### src/hdl/iac_pkg.sv
/*
  Constants for the abort-cause, receive-level and data-hold status block:
  register byte addresses, field positions, reset values and the enum used
  at the block's ports.
  Assumes a 32-bit AXI4-Lite register bus with one register per aligned word.
*/
package iac_pkg;

  localparam int unsigned ADDR_W = 32;
  localparam int unsigned DATA_W = 32;

  localparam logic [31:0] RX_FILL_COUNT_ADDR = 32'h5000_1478;
  localparam logic [31:0] DATA_HOLD_ADDR     = 32'h5000_147C;
  localparam logic [31:0] ABORT_CAUSE_ADDR   = 32'h5000_1480;
  localparam logic [31:0] CTRL_CONFIG_ADDR   = 32'h5000_14A0;
  localparam logic [31:0] ABORT_CLEAR_ADDR   = 32'h5000_14A4;
  localparam logic [31:0] IRQ_STATUS_ADDR    = 32'h5000_14A8;
  localparam logic [31:0] IRQ_ENABLE_ADDR    = 32'h5000_14AC;
  localparam logic [31:0] IRQ_CLEAR_ADDR     = 32'h5000_14B0;

  localparam logic [15:0] DATA_HOLD_RESET   = 16'h0001;
  localparam logic [15:0] ABORT_CAUSE_RESET = 16'h0000;
  localparam logic [5:0]  CTRL_CONFIG_RESET = 6'h03;
  localparam logic [2:0]  IRQ_RESET         = 3'h0;
  localparam int unsigned RX_LEVEL_W        = 6;

  // Control configuration bit positions
  localparam int unsigned CFG_MASTER_EN  = 0;
  localparam int unsigned CFG_RESTART_EN = 1;
  localparam int unsigned CFG_TEN_BIT    = 2;
  localparam int unsigned CFG_HIGH_SPEED = 3;
  localparam int unsigned CFG_SPECIAL    = 4;
  localparam int unsigned CFG_GENERAL_CALL_OR_START_SELECT = 5;

  // Abort cause bit positions
  localparam int unsigned AB_SLV_RD_CMD    = 15;
  localparam int unsigned AB_SLV_BUS_LOSS  = 14;
  localparam int unsigned AB_SLV_FLUSH     = 13;
  localparam int unsigned AB_ARBITRATION_LOSS_FLAG      = 12;
  localparam int unsigned AB_MASTER_DIS    = 11;
  localparam int unsigned AB_TEN_BIT_RD    = 10;
  localparam int unsigned AB_SBYTE_NORST   = 9;
  localparam int unsigned AB_HS_NORST      = 8;
  localparam int unsigned AB_SBYTE_ACKED   = 7;
  localparam int unsigned AB_HS_ACKED      = 6;
  localparam int unsigned AB_DATA_NACK     = 3;
  localparam int unsigned AB_ADDR7_NACK    = 0;

  // Interrupt bit positions
  localparam int unsigned IRQ_ABORT = 0;
  localparam int unsigned IRQ_FLUSH = 1;
  localparam int unsigned IRQ_ARB   = 2;

  localparam logic [1:0] RESP_OKAY   = 2'h0;
  localparam logic [1:0] RESP_SLVERR = 2'h2;

  // Which byte the master is waiting to see acknowledged
  typedef enum logic [1:0] {
    ACK_START_BYTE,
    ACK_HS_CODE,
    ACK_ADDR7,
    ACK_DATA
  } iac_ack_kind_t;

endpackage : iac_pkg

### src/hdl/iac_status_top.sv
/*
  Abort-cause recorder, receive-FIFO level counter and data-line hold
  register of a two-wire bus controller, with an AXI4-Lite register slave
  and a level interrupt.
  Assumes the master/slave state machines and FIFOs elsewhere in the
  controller drive the event inputs on mclk; the bus lines arrive raw from
  the pads and are resynchronised here.
*/

// Notes on behaviour
// - Receive level counts valid entries, tracking each push below RX_DEPTH and each pop above zero.
// - Read/write bit one written while answering a slave read sets bit 15.
// - Slave losing bus while transmitting sets bits 14 and 12 together.
// - Data line checked at each clock-line rise while master or slave transmits, against the driven bit.
// - Slave read command with stale transmit data sets bit 13, flushes FIFO.
// - Master losing arbitration sets bit 12.
// - Master and slave abort causes are recorded concurrently; bit 12 is shared, set by both master and slave bus loss.
// - Master start while master mode disabled sets bit 11.
// - Ten-bit read with repeated start disabled sets bit 10.
// - Start byte with repeated start disabled sets bit 9.
// - Bit 9 re-asserts after clearing unless its cause was removed.
// - High-speed transfer with repeated start disabled sets bit 8.
// - Acknowledged start byte sets bit 7.
// - Acknowledged high-speed master code sets bit 6.
// - Data byte not acknowledged after acknowledged address sets bit 3.
// - Seven-bit address not acknowledged sets bit 0.
module iac_status_top #(
  parameter int unsigned RX_DEPTH = 32
) (
  input  wire logic                   mclk,
  input  wire logic                   sys_rst,
  input  wire logic [31:0]            s_axi_awaddr,
  input  wire logic                   s_axi_awvalid,
  output logic                        s_axi_awready,
  input  wire logic [31:0]            s_axi_wdata,
  input  wire logic [3:0]             s_axi_wstrb,
  input  wire logic                   s_axi_wvalid,
  output logic                        s_axi_wready,
  output logic [1:0]                  s_axi_bresp,
  output logic                        s_axi_bvalid,
  input  wire logic                   s_axi_bready,
  input  wire logic [31:0]            s_axi_araddr,
  input  wire logic                   s_axi_arvalid,
  output logic                        s_axi_arready,
  output logic [31:0]                 s_axi_rdata,
  output logic [1:0]                  s_axi_rresp,
  output logic                        s_axi_rvalid,
  input  wire logic                   s_axi_rready,
  input  wire logic                   sclIn,
  input  wire logic                   sdaIn,
  input  wire logic                   rxPush,
  input  wire logic                   rxPop,
  input  wire logic                   slaveReadReq,
  input  wire logic                   dataCmdWrite,
  input  wire logic                   dataCmdReadBit,
  input  wire logic                   masterStartReq,
  input  wire logic                   masterReadCmd,
  input  wire logic                   slaveReadCmd,
  input  wire logic                   txFifoNotEmpty,
  input  wire logic                   masterTx,
  input  wire logic                   slaveTx,
  input  wire logic                   driveBit,
  input  wire logic                   ackPhase,
  input  wire iac_pkg::iac_ack_kind_t ackKind,
  output logic [15:0]                 dataLineHoldTime,
  output logic                        txAbortFlush,
  output logic                        irq
);

  logic [2:0]  sclSync_q;
  logic [2:0]  sdaSync_q;
  logic        sclF_q;
  logic        sdaF_q;
  logic        sclRise;
  logic        sdaMismatch;
  logic [iac_pkg::RX_LEVEL_W-1:0] rxFillLevel_q;
  logic [15:0] holdTime_q;
  logic [5:0]  ctrlConfig_q;
  logic [15:0] abortCause_q;
  logic [15:0] abortSet;
  logic        sbyteCause_q;
  logic        sbyteCond;
  logic [2:0]  irqStatus_q;
  logic [2:0]  irqEnable_q;
  logic [2:0]  irqSet;
  logic        awGot_q;
  logic        wGot_q;
  logic [31:0] awAddr_q;
  logic [31:0] wData_q;
  logic [3:0]  wStrb_q;
  logic        wrEn;
  logic        abortClrWr;
  logic        irqClrWr;

  function automatic logic isMapped(input logic [31:0] a);
    if (a == iac_pkg::RX_FILL_COUNT_ADDR) begin
      isMapped = 1'b1;
    end else if (a == iac_pkg::DATA_HOLD_ADDR || a == iac_pkg::ABORT_CAUSE_ADDR) begin
      isMapped = 1'b1;
    end else if (a == iac_pkg::CTRL_CONFIG_ADDR || a == iac_pkg::ABORT_CLEAR_ADDR) begin
      isMapped = 1'b1;
    end else if (a == iac_pkg::IRQ_STATUS_ADDR || a == iac_pkg::IRQ_ENABLE_ADDR) begin
      isMapped = 1'b1;
    end else begin
      isMapped = (a == iac_pkg::IRQ_CLEAR_ADDR);
    end
  endfunction : isMapped
  function automatic logic [31:0] mergeBytes(input logic [31:0] old, input logic [31:0] nw,
                                             input logic [3:0] strb);
    for (int i = 0; i < 4; i++) begin
      old[i*8 +: 8] = strb[i] ? nw[i*8 +: 8] : old[i*8 +: 8];
    end
    mergeBytes = old;
  endfunction : mergeBytes

  // Pad resync; a change counts once stages two and three agree
  always_ff @(posedge mclk or posedge sys_rst) begin
    if (sys_rst) begin
      sclSync_q <= 3'h7;
      sdaSync_q <= 3'h7;
      sclF_q    <= 1'b1;
      sdaF_q    <= 1'b1;
    end else begin
      sclSync_q <= {sclSync_q[1:0], sclIn};
      sdaSync_q <= {sdaSync_q[1:0], sdaIn};
      if (sclSync_q[1] == sclSync_q[2]) begin
        sclF_q <= sclSync_q[2];
      end
      if (sdaSync_q[1] == sdaSync_q[2]) begin
        sdaF_q <= sdaSync_q[2];
      end
    end
  end

  assign sclRise     = (sclSync_q[1] == sclSync_q[2]) && sclSync_q[2] && !sclF_q;
  assign sdaMismatch = sclRise && (masterTx || slaveTx) && (sdaF_q != driveBit);

  always_ff @(posedge mclk or posedge sys_rst) begin
    if (sys_rst) begin
      rxFillLevel_q <= '0;
    end else if (rxPush && !rxPop && rxFillLevel_q < iac_pkg::RX_LEVEL_W'(RX_DEPTH)) begin
      rxFillLevel_q <= rxFillLevel_q + 1'b1;
    end else if (rxPop && !rxPush && rxFillLevel_q != '0) begin
      rxFillLevel_q <= rxFillLevel_q - 1'b1;
    end
  end

  assign wrEn       = awGot_q && wGot_q && !s_axi_bvalid;
  assign abortClrWr = wrEn && awAddr_q == iac_pkg::ABORT_CLEAR_ADDR;
  assign irqClrWr   = wrEn && awAddr_q == iac_pkg::IRQ_CLEAR_ADDR;
  always_ff @(posedge mclk or posedge sys_rst) begin
    if (sys_rst) begin
      holdTime_q   <= iac_pkg::DATA_HOLD_RESET;
      ctrlConfig_q <= iac_pkg::CTRL_CONFIG_RESET;
      irqEnable_q  <= iac_pkg::IRQ_RESET;
    end else if (wrEn) begin
      if (awAddr_q == iac_pkg::DATA_HOLD_ADDR) begin
        holdTime_q <= 16'(mergeBytes({16'h0000, holdTime_q}, wData_q, wStrb_q));
      end else if (awAddr_q == iac_pkg::CTRL_CONFIG_ADDR) begin
        ctrlConfig_q <= 6'(mergeBytes({26'h0, ctrlConfig_q}, wData_q, wStrb_q));
      end else if (awAddr_q == iac_pkg::IRQ_ENABLE_ADDR) begin
        irqEnable_q <= 3'(mergeBytes({29'h0, irqEnable_q}, wData_q, wStrb_q));
      end
    end
  end

  // start byte requested with restart disabled
  assign sbyteCond = !ctrlConfig_q[iac_pkg::CFG_RESTART_EN] && ctrlConfig_q[iac_pkg::CFG_SPECIAL]
                     && ctrlConfig_q[iac_pkg::CFG_GENERAL_CALL_OR_START_SELECT];
  always_ff @(posedge mclk or posedge sys_rst) begin
    if (sys_rst) begin
      sbyteCause_q <= 1'b0;
    end else if (!sbyteCond) begin
      sbyteCause_q <= 1'b0;
    end else if (masterStartReq) begin
      sbyteCause_q <= 1'b1;
    end
  end

  // master and slave sources are separate terms, except bit 12 set by both
  always_comb begin
    abortSet = '0;
    abortSet[iac_pkg::AB_SLV_RD_CMD] = slaveReadReq && dataCmdWrite && dataCmdReadBit;
    // slave bus loss, with general flag
    abortSet[iac_pkg::AB_SLV_BUS_LOSS] = sdaMismatch && slaveTx;
    abortSet[iac_pkg::AB_ARBITRATION_LOSS_FLAG] = sdaMismatch;
    abortSet[iac_pkg::AB_SLV_FLUSH] = slaveReadCmd && txFifoNotEmpty;
    abortSet[iac_pkg::AB_MASTER_DIS] = masterStartReq && !ctrlConfig_q[iac_pkg::CFG_MASTER_EN];
    abortSet[iac_pkg::AB_TEN_BIT_RD] = masterStartReq && masterReadCmd
        && !ctrlConfig_q[iac_pkg::CFG_RESTART_EN] && ctrlConfig_q[iac_pkg::CFG_TEN_BIT];
    // re-asserts the cycle after a clear
    abortSet[iac_pkg::AB_SBYTE_NORST] = (masterStartReq && sbyteCond)
        || (sbyteCause_q && sbyteCond && !abortClrWr);
    abortSet[iac_pkg::AB_HS_NORST] = masterStartReq && !ctrlConfig_q[iac_pkg::CFG_RESTART_EN]
        && ctrlConfig_q[iac_pkg::CFG_HIGH_SPEED];
    abortSet[iac_pkg::AB_SBYTE_ACKED] = sclRise && ackPhase && !sdaF_q
        && ackKind == iac_pkg::ACK_START_BYTE;
    abortSet[iac_pkg::AB_HS_ACKED] = sclRise && ackPhase && !sdaF_q
        && ackKind == iac_pkg::ACK_HS_CODE && ctrlConfig_q[iac_pkg::CFG_HIGH_SPEED];
    abortSet[iac_pkg::AB_DATA_NACK] = sclRise && ackPhase && sdaF_q
        && ackKind == iac_pkg::ACK_DATA;
    abortSet[iac_pkg::AB_ADDR7_NACK] = sclRise && ackPhase && sdaF_q
        && ackKind == iac_pkg::ACK_ADDR7 && !ctrlConfig_q[iac_pkg::CFG_TEN_BIT];
  end

  // read-only flags; a set beats the clear
  always_ff @(posedge mclk or posedge sys_rst) begin
    if (sys_rst) begin
      abortCause_q <= iac_pkg::ABORT_CAUSE_RESET;
    end else if (abortClrWr) begin
      abortCause_q <= abortSet;
    end else begin
      abortCause_q <= abortCause_q | abortSet;
    end
  end

  // flush pulse toward the transmit FIFO
  always_ff @(posedge mclk or posedge sys_rst) begin
    if (sys_rst) begin
      txAbortFlush <= 1'b0;
    end else begin
      txAbortFlush <= abortSet[iac_pkg::AB_SLV_FLUSH];
    end
  end

  assign irqSet = {abortSet[iac_pkg::AB_ARBITRATION_LOSS_FLAG], abortSet[iac_pkg::AB_SLV_FLUSH], |abortSet};
  // Sticky interrupt status; set wins over write-one clear
  always_ff @(posedge mclk or posedge sys_rst) begin
    if (sys_rst) begin
      irqStatus_q <= iac_pkg::IRQ_RESET;
      irq         <= 1'b0;
    end else begin
      irqStatus_q <= (irqStatus_q & ~(irqClrWr ? wData_q[2:0] : 3'h0)) | irqSet;
      irq         <= |(irqStatus_q & irqEnable_q);
    end
  end

  assign dataLineHoldTime = holdTime_q;
  // Write channel: address and data taken in either order
  always_ff @(posedge mclk or posedge sys_rst) begin
    if (sys_rst) begin
      awGot_q       <= 1'b0;
      wGot_q        <= 1'b0;
      awAddr_q      <= 32'h0000_0000;
      wData_q       <= 32'h0000_0000;
      wStrb_q       <= 4'h0;
      s_axi_awready <= 1'b1;
      s_axi_wready  <= 1'b1;
      s_axi_bvalid  <= 1'b0;
      s_axi_bresp   <= iac_pkg::RESP_OKAY;
    end else begin
      if (s_axi_awvalid && s_axi_awready) begin
        awGot_q       <= 1'b1;
        awAddr_q      <= s_axi_awaddr;
        s_axi_awready <= 1'b0;
      end
      if (s_axi_wvalid && s_axi_wready) begin
        wGot_q       <= 1'b1;
        wData_q      <= s_axi_wdata;
        wStrb_q      <= s_axi_wstrb;
        s_axi_wready <= 1'b0;
      end
      if (wrEn) begin
        awGot_q      <= 1'b0;
        wGot_q       <= 1'b0;
        s_axi_bvalid <= 1'b1;
        s_axi_bresp  <= isMapped(awAddr_q) ? iac_pkg::RESP_OKAY : iac_pkg::RESP_SLVERR;
      end
      if (s_axi_bvalid && s_axi_bready) begin
        s_axi_bvalid  <= 1'b0;
        s_axi_awready <= 1'b1;
        s_axi_wready  <= 1'b1;
      end
    end
  end

  // Read channel, answer one cycle after the address
  always_ff @(posedge mclk or posedge sys_rst) begin
    if (sys_rst) begin
      s_axi_arready <= 1'b1;
      s_axi_rvalid  <= 1'b0;
      s_axi_rdata   <= 32'h0000_0000;
      s_axi_rresp   <= iac_pkg::RESP_OKAY;
    end else if (s_axi_arvalid && s_axi_arready) begin
      s_axi_arready <= 1'b0;
      s_axi_rvalid  <= 1'b1;
      s_axi_rresp   <= isMapped(s_axi_araddr) ? iac_pkg::RESP_OKAY : iac_pkg::RESP_SLVERR;
      if (s_axi_araddr == iac_pkg::RX_FILL_COUNT_ADDR) begin
        s_axi_rdata <= {26'h0, rxFillLevel_q};
      end else if (s_axi_araddr == iac_pkg::DATA_HOLD_ADDR) begin
        s_axi_rdata <= {16'h0000, holdTime_q};
      end else if (s_axi_araddr == iac_pkg::ABORT_CAUSE_ADDR) begin
        s_axi_rdata <= {16'h0000, abortCause_q};
      end else if (s_axi_araddr == iac_pkg::CTRL_CONFIG_ADDR) begin
        s_axi_rdata <= {26'h0, ctrlConfig_q};
      end else if (s_axi_araddr == iac_pkg::IRQ_STATUS_ADDR) begin
        s_axi_rdata <= {29'h0, irqStatus_q};
      end else if (s_axi_araddr == iac_pkg::IRQ_ENABLE_ADDR) begin
        s_axi_rdata <= {29'h0, irqEnable_q};
      end else begin
        s_axi_rdata <= 32'h0000_0000;
      end
    end else if (s_axi_rvalid && s_axi_rready) begin
      s_axi_rvalid  <= 1'b0;
      s_axi_arready <= 1'b1;
    end
  end
endmodule : iac_status_top

### config.mk
export PLATFORM = sky130hd
export DESIGN_NAME = iac_status_top
export DESIGN_NICKNAME = d
export VERILOG_FILES = /design/src/hdl/iac_pkg.sv /design/src/hdl/iac_status_top.sv
export SDC_FILE = /design/constraint.sdc
export NUM_CORES = 1
export LEC_CHECK = 0
export ABC_AREA = 1
export BUFFER_PORTS_ARGS = -buffer_cell sky130_fd_sc_hd__buf_2
export CAP_MARGIN = 0
export CORE_UTILIZATION = 49
export CTS_BUF_LIST = sky130_fd_sc_hd__clkbuf_4 sky130_fd_sc_hd__clkbuf_8
export DETAILED_ROUTE_END_ITERATION = 8
export GPL_TIMING_DRIVEN = 0
export PLACE_DENSITY = 0.79
export SLEW_MARGIN = 20
export SYNTH_ARGS = -nofsm -noshare
export SYNTH_HDL_FRONTEND = slang
export SYNTH_SLANG_ARGS = --single-unit
### constraint.sdc
create_clock -name mclk -period 4.5 [get_ports mclk]
set_clock_uncertainty 0.15 [all_clocks]
set_input_delay 0.9 -clock mclk [delete_from_list [all_inputs] [get_ports mclk]]
set_output_delay 0.9 -clock mclk [all_outputs]
set_load 0.02 [all_outputs]
==> impl_metrics.toml, run 1 <==
[clocking]
htree_levels = 4
cts_setup_buffers = 0
cts_root_buf = "clkbuf_8"
cts_buffer_depth = 2
post_cts_resized = 0
postCtsHoldBufs = 0
cts_buffers = 17
cts_tree = "built"
clkLatencyLatePin_ns = 0.44
path_clk_slew_ns = 0.07
clock_sinks = 132

[yosys]
syn_avg_cell_area_um2 = 8.18
synth_xor_area_share_pct = 0.695
synth-seq-cells = 132
seq_area_frac_synth_pct = 52.7
yosys_warnings = 0
synth_top_family_by_area = "simple AND/OR/NAND/NOR gates"
synth.area.mux_share_pct = 0
synth_compound_area_share_pct = 9.15
ys_types = 40
post_synth_and_or_nand_nor_area_fraction_pct = 26.7
syn_area_mm2 = 0.00630
netlist_instances = 771
synthAdderAreaFrac_pct = 1.47

[routing]
wl_um = 14100
routed.top_layer = "met5"
route.detailed.drc = 0
wl_met2_um = 6670
wl_per_cell_um = 12.3
firstDrtPassIters = 4
drtAntennaViolNets = 0
viasPerCell = 4.73
wl_met1_um = 6110
vias = 5401
drt_iter0_drc = 279
dr_wl_met3_um = 961

[final_layout]
nets = 1087
syn_to_final_growth_pct = 24.9
final_common_cell = "nand2_1"
fill_cells = 1122
layout_common_cells = "nand2_1 (269), buf_2 (148), dfrtp_1 (118), inv_1 (86), o21ai_0 (62)"
layout-drive-gt1-share_pct = 26.9

[power_and_ir_drop]
leakage_nw = 4.22
power.density_mw_per_mm2 = 466
vdd_drop_max_v = 0.000308

[global_route]
grt_pass1_wl_um = 23200
grt_overflow = 0
antenna_found_initial = 2
grt_use_total_pct = 22.8
grt_max_degree = 36
grt_pass1_vias = 5078

[status]
status = "finished clean"

[min_path]
worst_hold_path_type = "flip-flop to flip-flop"

[floorplanning]
ios = 183
start_util_pct = 50.2
rows = 41
dieHeight_um = 115
die_x_um = 115
coreArea_mm2 = 0.0126
dieArea_mm2 = 0.0133

[placed_design]
dp_hpwl_um = 11000
io_buffers = 146
gp_congestion = 0.905

[setup_path]
crit_type = "input port to flip-flop"
worst_setup_path_start_kind = "input port"
cp-end-kind = "flip-flop"
cp.arrival_ns = 2.47
required_ns = 4.66
critPathMaxFanout = 6

[sta]
slew_viol_final = 0
setup_viol = 0
timing.setup.tns_ns = 0
finalHoldViolations = 0
hold_ws_ns = 0.207
max-slew-margin-rel_pct = 63.7
worst_pin_slew_ns = 0.544
max_freq_ghz = 0.434
grt_setup_unrepaired = "false"
period_share_pct = 51.2
min_period_ns = 2.31

[job]
cap_violations = 0
final cells by class:
type                            count  area (µm²)  share of cell area (%)
Antenna cell                        1        2.50                  0.0318
Buffer                             37         239                    3.03
Clock buffer                       23         304                    3.86
Clock inverter                      9         173                    2.19
Inverter                           92         349                    4.43
Multi-Input combinational cell    527        2460                    31.3
Sequential cell                   132        3320                    42.2
Tap cell                          172         215                    2.73
Timing Repair Buffer              150         811                    10.3
sequential cells by signal, summed over array words and instances (netlist names), 6 cells and up:
name / flops
awAddr_q: 32
s_axi_rdata: 16
rxFillLevel_q: 6
wData_q: 16
dataLineHoldTime: 16
ctrlConfig_q: 6
abortCause_q: 12
per-stage QoR:
step | instance area [µm²] | cells | power (mW) | util, % | worst slack, ns
2_1_floorplan | 6370 | 788 | 2.26 | - | 1.82
3_3_place_gp | 7320 | 1106 | 2.47 | 58.2 | 0.999
3_5_place_dp | 7400 | 1110 | 2.52 | 58.9 | 1.84
4_1_cts | 7880 | 1142 | 3.69 | 62.7 | 2.24
5_1_grt | 7880 | 1142 | 3.92 | 62.7 | 2.05
6_report | 7880 | 1143 | 3.67 | 62.7 | 2.19
report_power, final:
part,switching [mW],internal [mW]
logic,0.546,0.311
registers,0.171,1.48
clock network,0.434,0.729
total,1.15,2.52
metal layers:
metal	track usage, %	vias up
met5	0	-
met4	9.18	4
met3	7.17	35
met2	37.4	164
met1	28.0	2433
li1	-	2765
logic make-up after synthesis:
kind of cell | count (synthesis)
DFF | 132
and+or+nand+nor | 397
adders and majority gates | 7
other | 1
AOI/OAI and AO/OA | 100
buffers and inverters | 129
xor gates and xnor gates | 5
final timing paths:
check,startpoint,end,slack [ns],cells past startpoint
max in group asynchronous,sys_rst,s_axi_wready,2.87,5
min in group asynchronous,sys_rst,s_axi_rdata[2],0.34,2
worst min-delay path,sdaSync_q[0],sdaSync_q[1],0.21,0
worst max-delay path,rxPop,rxFillLevel_q[5],2.19,10
worst max register to register,rxFillLevel_q[5],rxFillLevel_q[5],2.34,9
worst min register to register,sdaSync_q[0],sdaSync_q[1],0.21,0
worst max-delay path, cell delays in order:
cell      delay (ns)
buf_2           0.09
inv_1           0.07
nand3_1         0.26
ha_1            0.46
nand3_1         0.09
nand2_1         0.10
nand2_1         0.07
a21boi_0        0.20
nor2_1          0.09
xnor2_1         0.13
cells in the mapped netlist:
master / n / area share [%]
nor3_2: 3 / 0.48
clkinv_1: 2 / 0.12
nor2_1: 56 / 3.3
buf_4: 20 / 2.4
nand3_1: 30 / 2.4
nor3_1: 4 / 0.32
dfstp_2: 14 / 5.8
or2_2: 1 / 0.099
o2111ai_1: 1 / 0.14
dfrtp_1: 118 / 47
and2_1: 2 / 0.20
nand3_2: 3 / 0.48
o211ai_1: 1 / 0.12
a21oi_1: 8 / 0.64
ha_1: 5 / 0.99
nand4_1: 14 / 1.4
fa_1: 1 / 0.32
inv_2: 3 / 0.18
conb_1: 1 / 0.059
inv_1: 87 / 5.2
clkbuf_1: 11 / 0.65
o21ai_1: 9 / 0.71
nor2_2: 2 / 0.20
a21boi_0: 1 / 0.12
maj3_1: 1 / 0.16
buf_2: 2 / 0.16
nor2_4: 1 / 0.18
o21ai_2: 16 / 2.2
o21ai_0: 62 / 4.9
buf_1: 1 / 0.059
nand2_2: 7 / 0.69
xnor2_1: 2 / 0.28
nor3b_1: 1 / 0.12
buf_6: 3 / 0.54
nor3_4: 2 / 0.52
nand2_1: 269 / 16
a22o_1: 2 / 0.28
xor2_1: 3 / 0.42
nand2b_1: 1 / 0.099
nor3b_2: 1 / 0.20
Note: power is estimated with default switching activity, not from simulation.
==> run 2: changes to the inputs <==
--- a/config.mk
+++ b/config.mk
@@ -8,11 +8,11 @@
 export ABC_AREA = 1
 export BUFFER_PORTS_ARGS = -buffer_cell sky130_fd_sc_hd__buf_2
 export CAP_MARGIN = 0
-export CORE_UTILIZATION = 49
+export CORE_UTILIZATION = 50
 export CTS_BUF_LIST = sky130_fd_sc_hd__clkbuf_4 sky130_fd_sc_hd__clkbuf_8
 export DETAILED_ROUTE_END_ITERATION = 8
 export GPL_TIMING_DRIVEN = 0
-export PLACE_DENSITY = 0.79
+export PLACE_DENSITY = 0.77
 export SLEW_MARGIN = 20
 export SYNTH_ARGS = -nofsm -noshare
 export SYNTH_HDL_FRONTEND = slang
==> constraint.sdc (replaced) <==
create_clock -name mclk -period 2.2 [get_ports mclk]
set_clock_uncertainty 0.15 [all_clocks]
set_input_delay 0.44 -clock mclk [delete_from_list [all_inputs] [get_ports mclk]]
set_output_delay 0.44 -clock mclk [all_outputs]
set_load 0.02 [all_outputs]
==> impl_metrics.toml, run 2 (synthesized netlist as in run 1, its figures left out) <==
[global_route]
grt-busiest-layer = "met2"
grt_use_total_pct = 23.4
use_met2_pct = 38.9
grt_use_met1_pct = 29.7
antenna_found_initial = 0
grt_max_degree = 36
grt_overflow = 0
use_met3_pct = 6.25
grt_pass1_wl_um = 23300
grt_pass1_vias = 5079

[floorplanning]
die_x_um = 114
dieHeight_um = 114
coreArea_mm2 = 0.0122
start_util_pct = 51.8
ios = 183
rows = 40
dieArea_mm2 = 0.0131

[setup_path]
cp_common_cell = "nand2_1"
r2r_end = "irqStatus_q[0]"
r2r_start = "awAddr_q[8]"
crit_type = "input port to flip-flop"
max_stage_delay_ns = 0.51
required_ns = 2.44
worst_setup_path_start_kind = "input port"
cp-end-kind = "flip-flop"
cp.arrival_ns = 2.22
crit_chain = "dlygate4sd3_1, buf_2, nand2_1, inv_1, clkbuf_1, buf_2, nand2_1, nand2_1"
crit_buf_inv = 5
critPathMaxFanout = 10
critPathSlowestCell = "dlygate4sd3_1"
reg2regPathDepth = 6
regToRegSetupSlack_ns = 0.22
crit_family = "buffers and inverters"

[routing]
drt_iter0_drc = 293
wl_per_cell_um = 12.4
vias = 5401
wl_um = 14200
route.detailed.drc = 0
drtAntennaViolNets = 0
viasPerCell = 4.73
firstDrtPassIters = 5

[power_and_ir_drop]
power.density_mw_per_mm2 = 929
leakage_nw = 4.22
finalPower_mw = 7.34
vdd_drop_max_v = 0.000578

[status]
status = "finished clean"

[sta]
timing.setup.tns_ns = 0
period_share_pct = 90.1
max_freq_ghz = 0.504
slew_viol_final = 0
setup_viol = 0
finalHoldViolations = 0
grt_setup_unrepaired = "false"
min_period_ns = 1.98
final.setup.worst_slack_ns = 0.217

[clocking]
cts_buffers = 17
cts_root_buf = "clkbuf_8"
clock_sinks = 132
clkLatencyLatePin_ns = 0.45
cts_buffer_depth = 2
cts_setup_buffers = 0
htree_levels = 4
cts_tree = "built"
path_clk_slew_ns = 0.08

[final_layout]
nets = 1092
syn_to_final_growth_pct = 25.3
largest_reg_flops = 32
layout_common_cells = "nand2_1 (269), buf_2 (148), dfrtp_1 (118), inv_1 (86), o21ai_0 (62)"
largest-register = "awAddr_q"
layout-drive-gt1-share_pct = 27.0
diodes = 0
post-route-util_pct = 64.9
final_cells = 1143
final_common_cell = "nand2_1"

[job]
cap_violations = 0

[min_path]
worst_hold_path_type = "input port to flip-flop"
hold_depth = 3
min_to = "awAddr_q[19]"
hold_path_startpoint = "s_axi_awaddr[19]"

[placed_design]
gp_congestion = 0.831
dp_cells = 1106
dp_slack_ns = 0.00613
io_buffers = 146
dp_hpwl_um = 10900
-- run 2: what timing repair did --
action,CTS,global route
endpoints found under the hold margin,30,0
hold buffers,5,0
gates resized for setup,0,2
setup endpoints to repair,0,1
-- run 2: routing by layer --
| metal | part of all wire [%] | wire length (µm) |
|---|---|---|
| met2 | 48 | 6760 |
| met3 | 6.0 | 853 |
| met4 | 1.4 | 193 |
| met1 | 45 | 6390 |
| met5 | 0 | 0 |
-- run 2: area by class of cell --
| type | instances | area [µm²] |
|---|---|---|
| Buffer | 37 | 239 |
| Clock inverter | 14 | 189 |
| Clock buffer | 18 | 248 |
| Timing Repair Buffer | 155 | 861 |
| Fill cell | 1075 | 4260 |
| Tap cell | 168 | 210 |
| Inverter | 92 | 349 |
| Sequential cell | 132 | 3320 |
| Multi-Input combinational cell | 527 | 2480 |
-- run 2: how the worst max path moves through the flow --
stage / from / endpoint / slack [ns] / cells after the start
2_1_floorplan: sys_rst / abortCause_q[0] / -0.02 / 1
3_3_place_gp: sys_rst / wData_q[12] / -0.80 / 2
3_5_place_dp: rxPop / rxFillLevel_q[5] / 0.006 / 10
4_1_cts: rxFillLevel_q[5] / rxFillLevel_q[5] / 0.12 / 9
5_1_grt: awAddr_q[29] / irqStatus_q[0] / 0.02 / 8
6_report: s_axi_awvalid / awAddr_q[7] / 0.22 / 8
-- run 2: worst register-to-register path, stage by stage, from the launching register on --
cell and delay [ns]:
dfrtp_1 0.40, nor2_1 0.11, nand4_1 0.28, nor3_2 0.30, nand2_1 0.19, o21ai_0 0.32, nand3_1 0.11
-- run 2: metrics by stage --
step | area (µm²) | hold slack, ns
4_1_cts | 7880 | 0.00199
5_1_grt | 7900 | 0.0164
2_1_floorplan | 6370 | 0.195
3_5_place_dp | 7390 | 0.176
6_report | 7900 | 0.0260
3_3_place_gp | 7310 | 0.196
-- run 2: power by group --
group          switching [mW]  internal (mW)  total [mW]  leakage (nW)
combinational            1.10          0.656        1.76          2.39
clock                    1.02           1.19        2.21         0.215
sequential              0.353           3.02        3.37          1.61
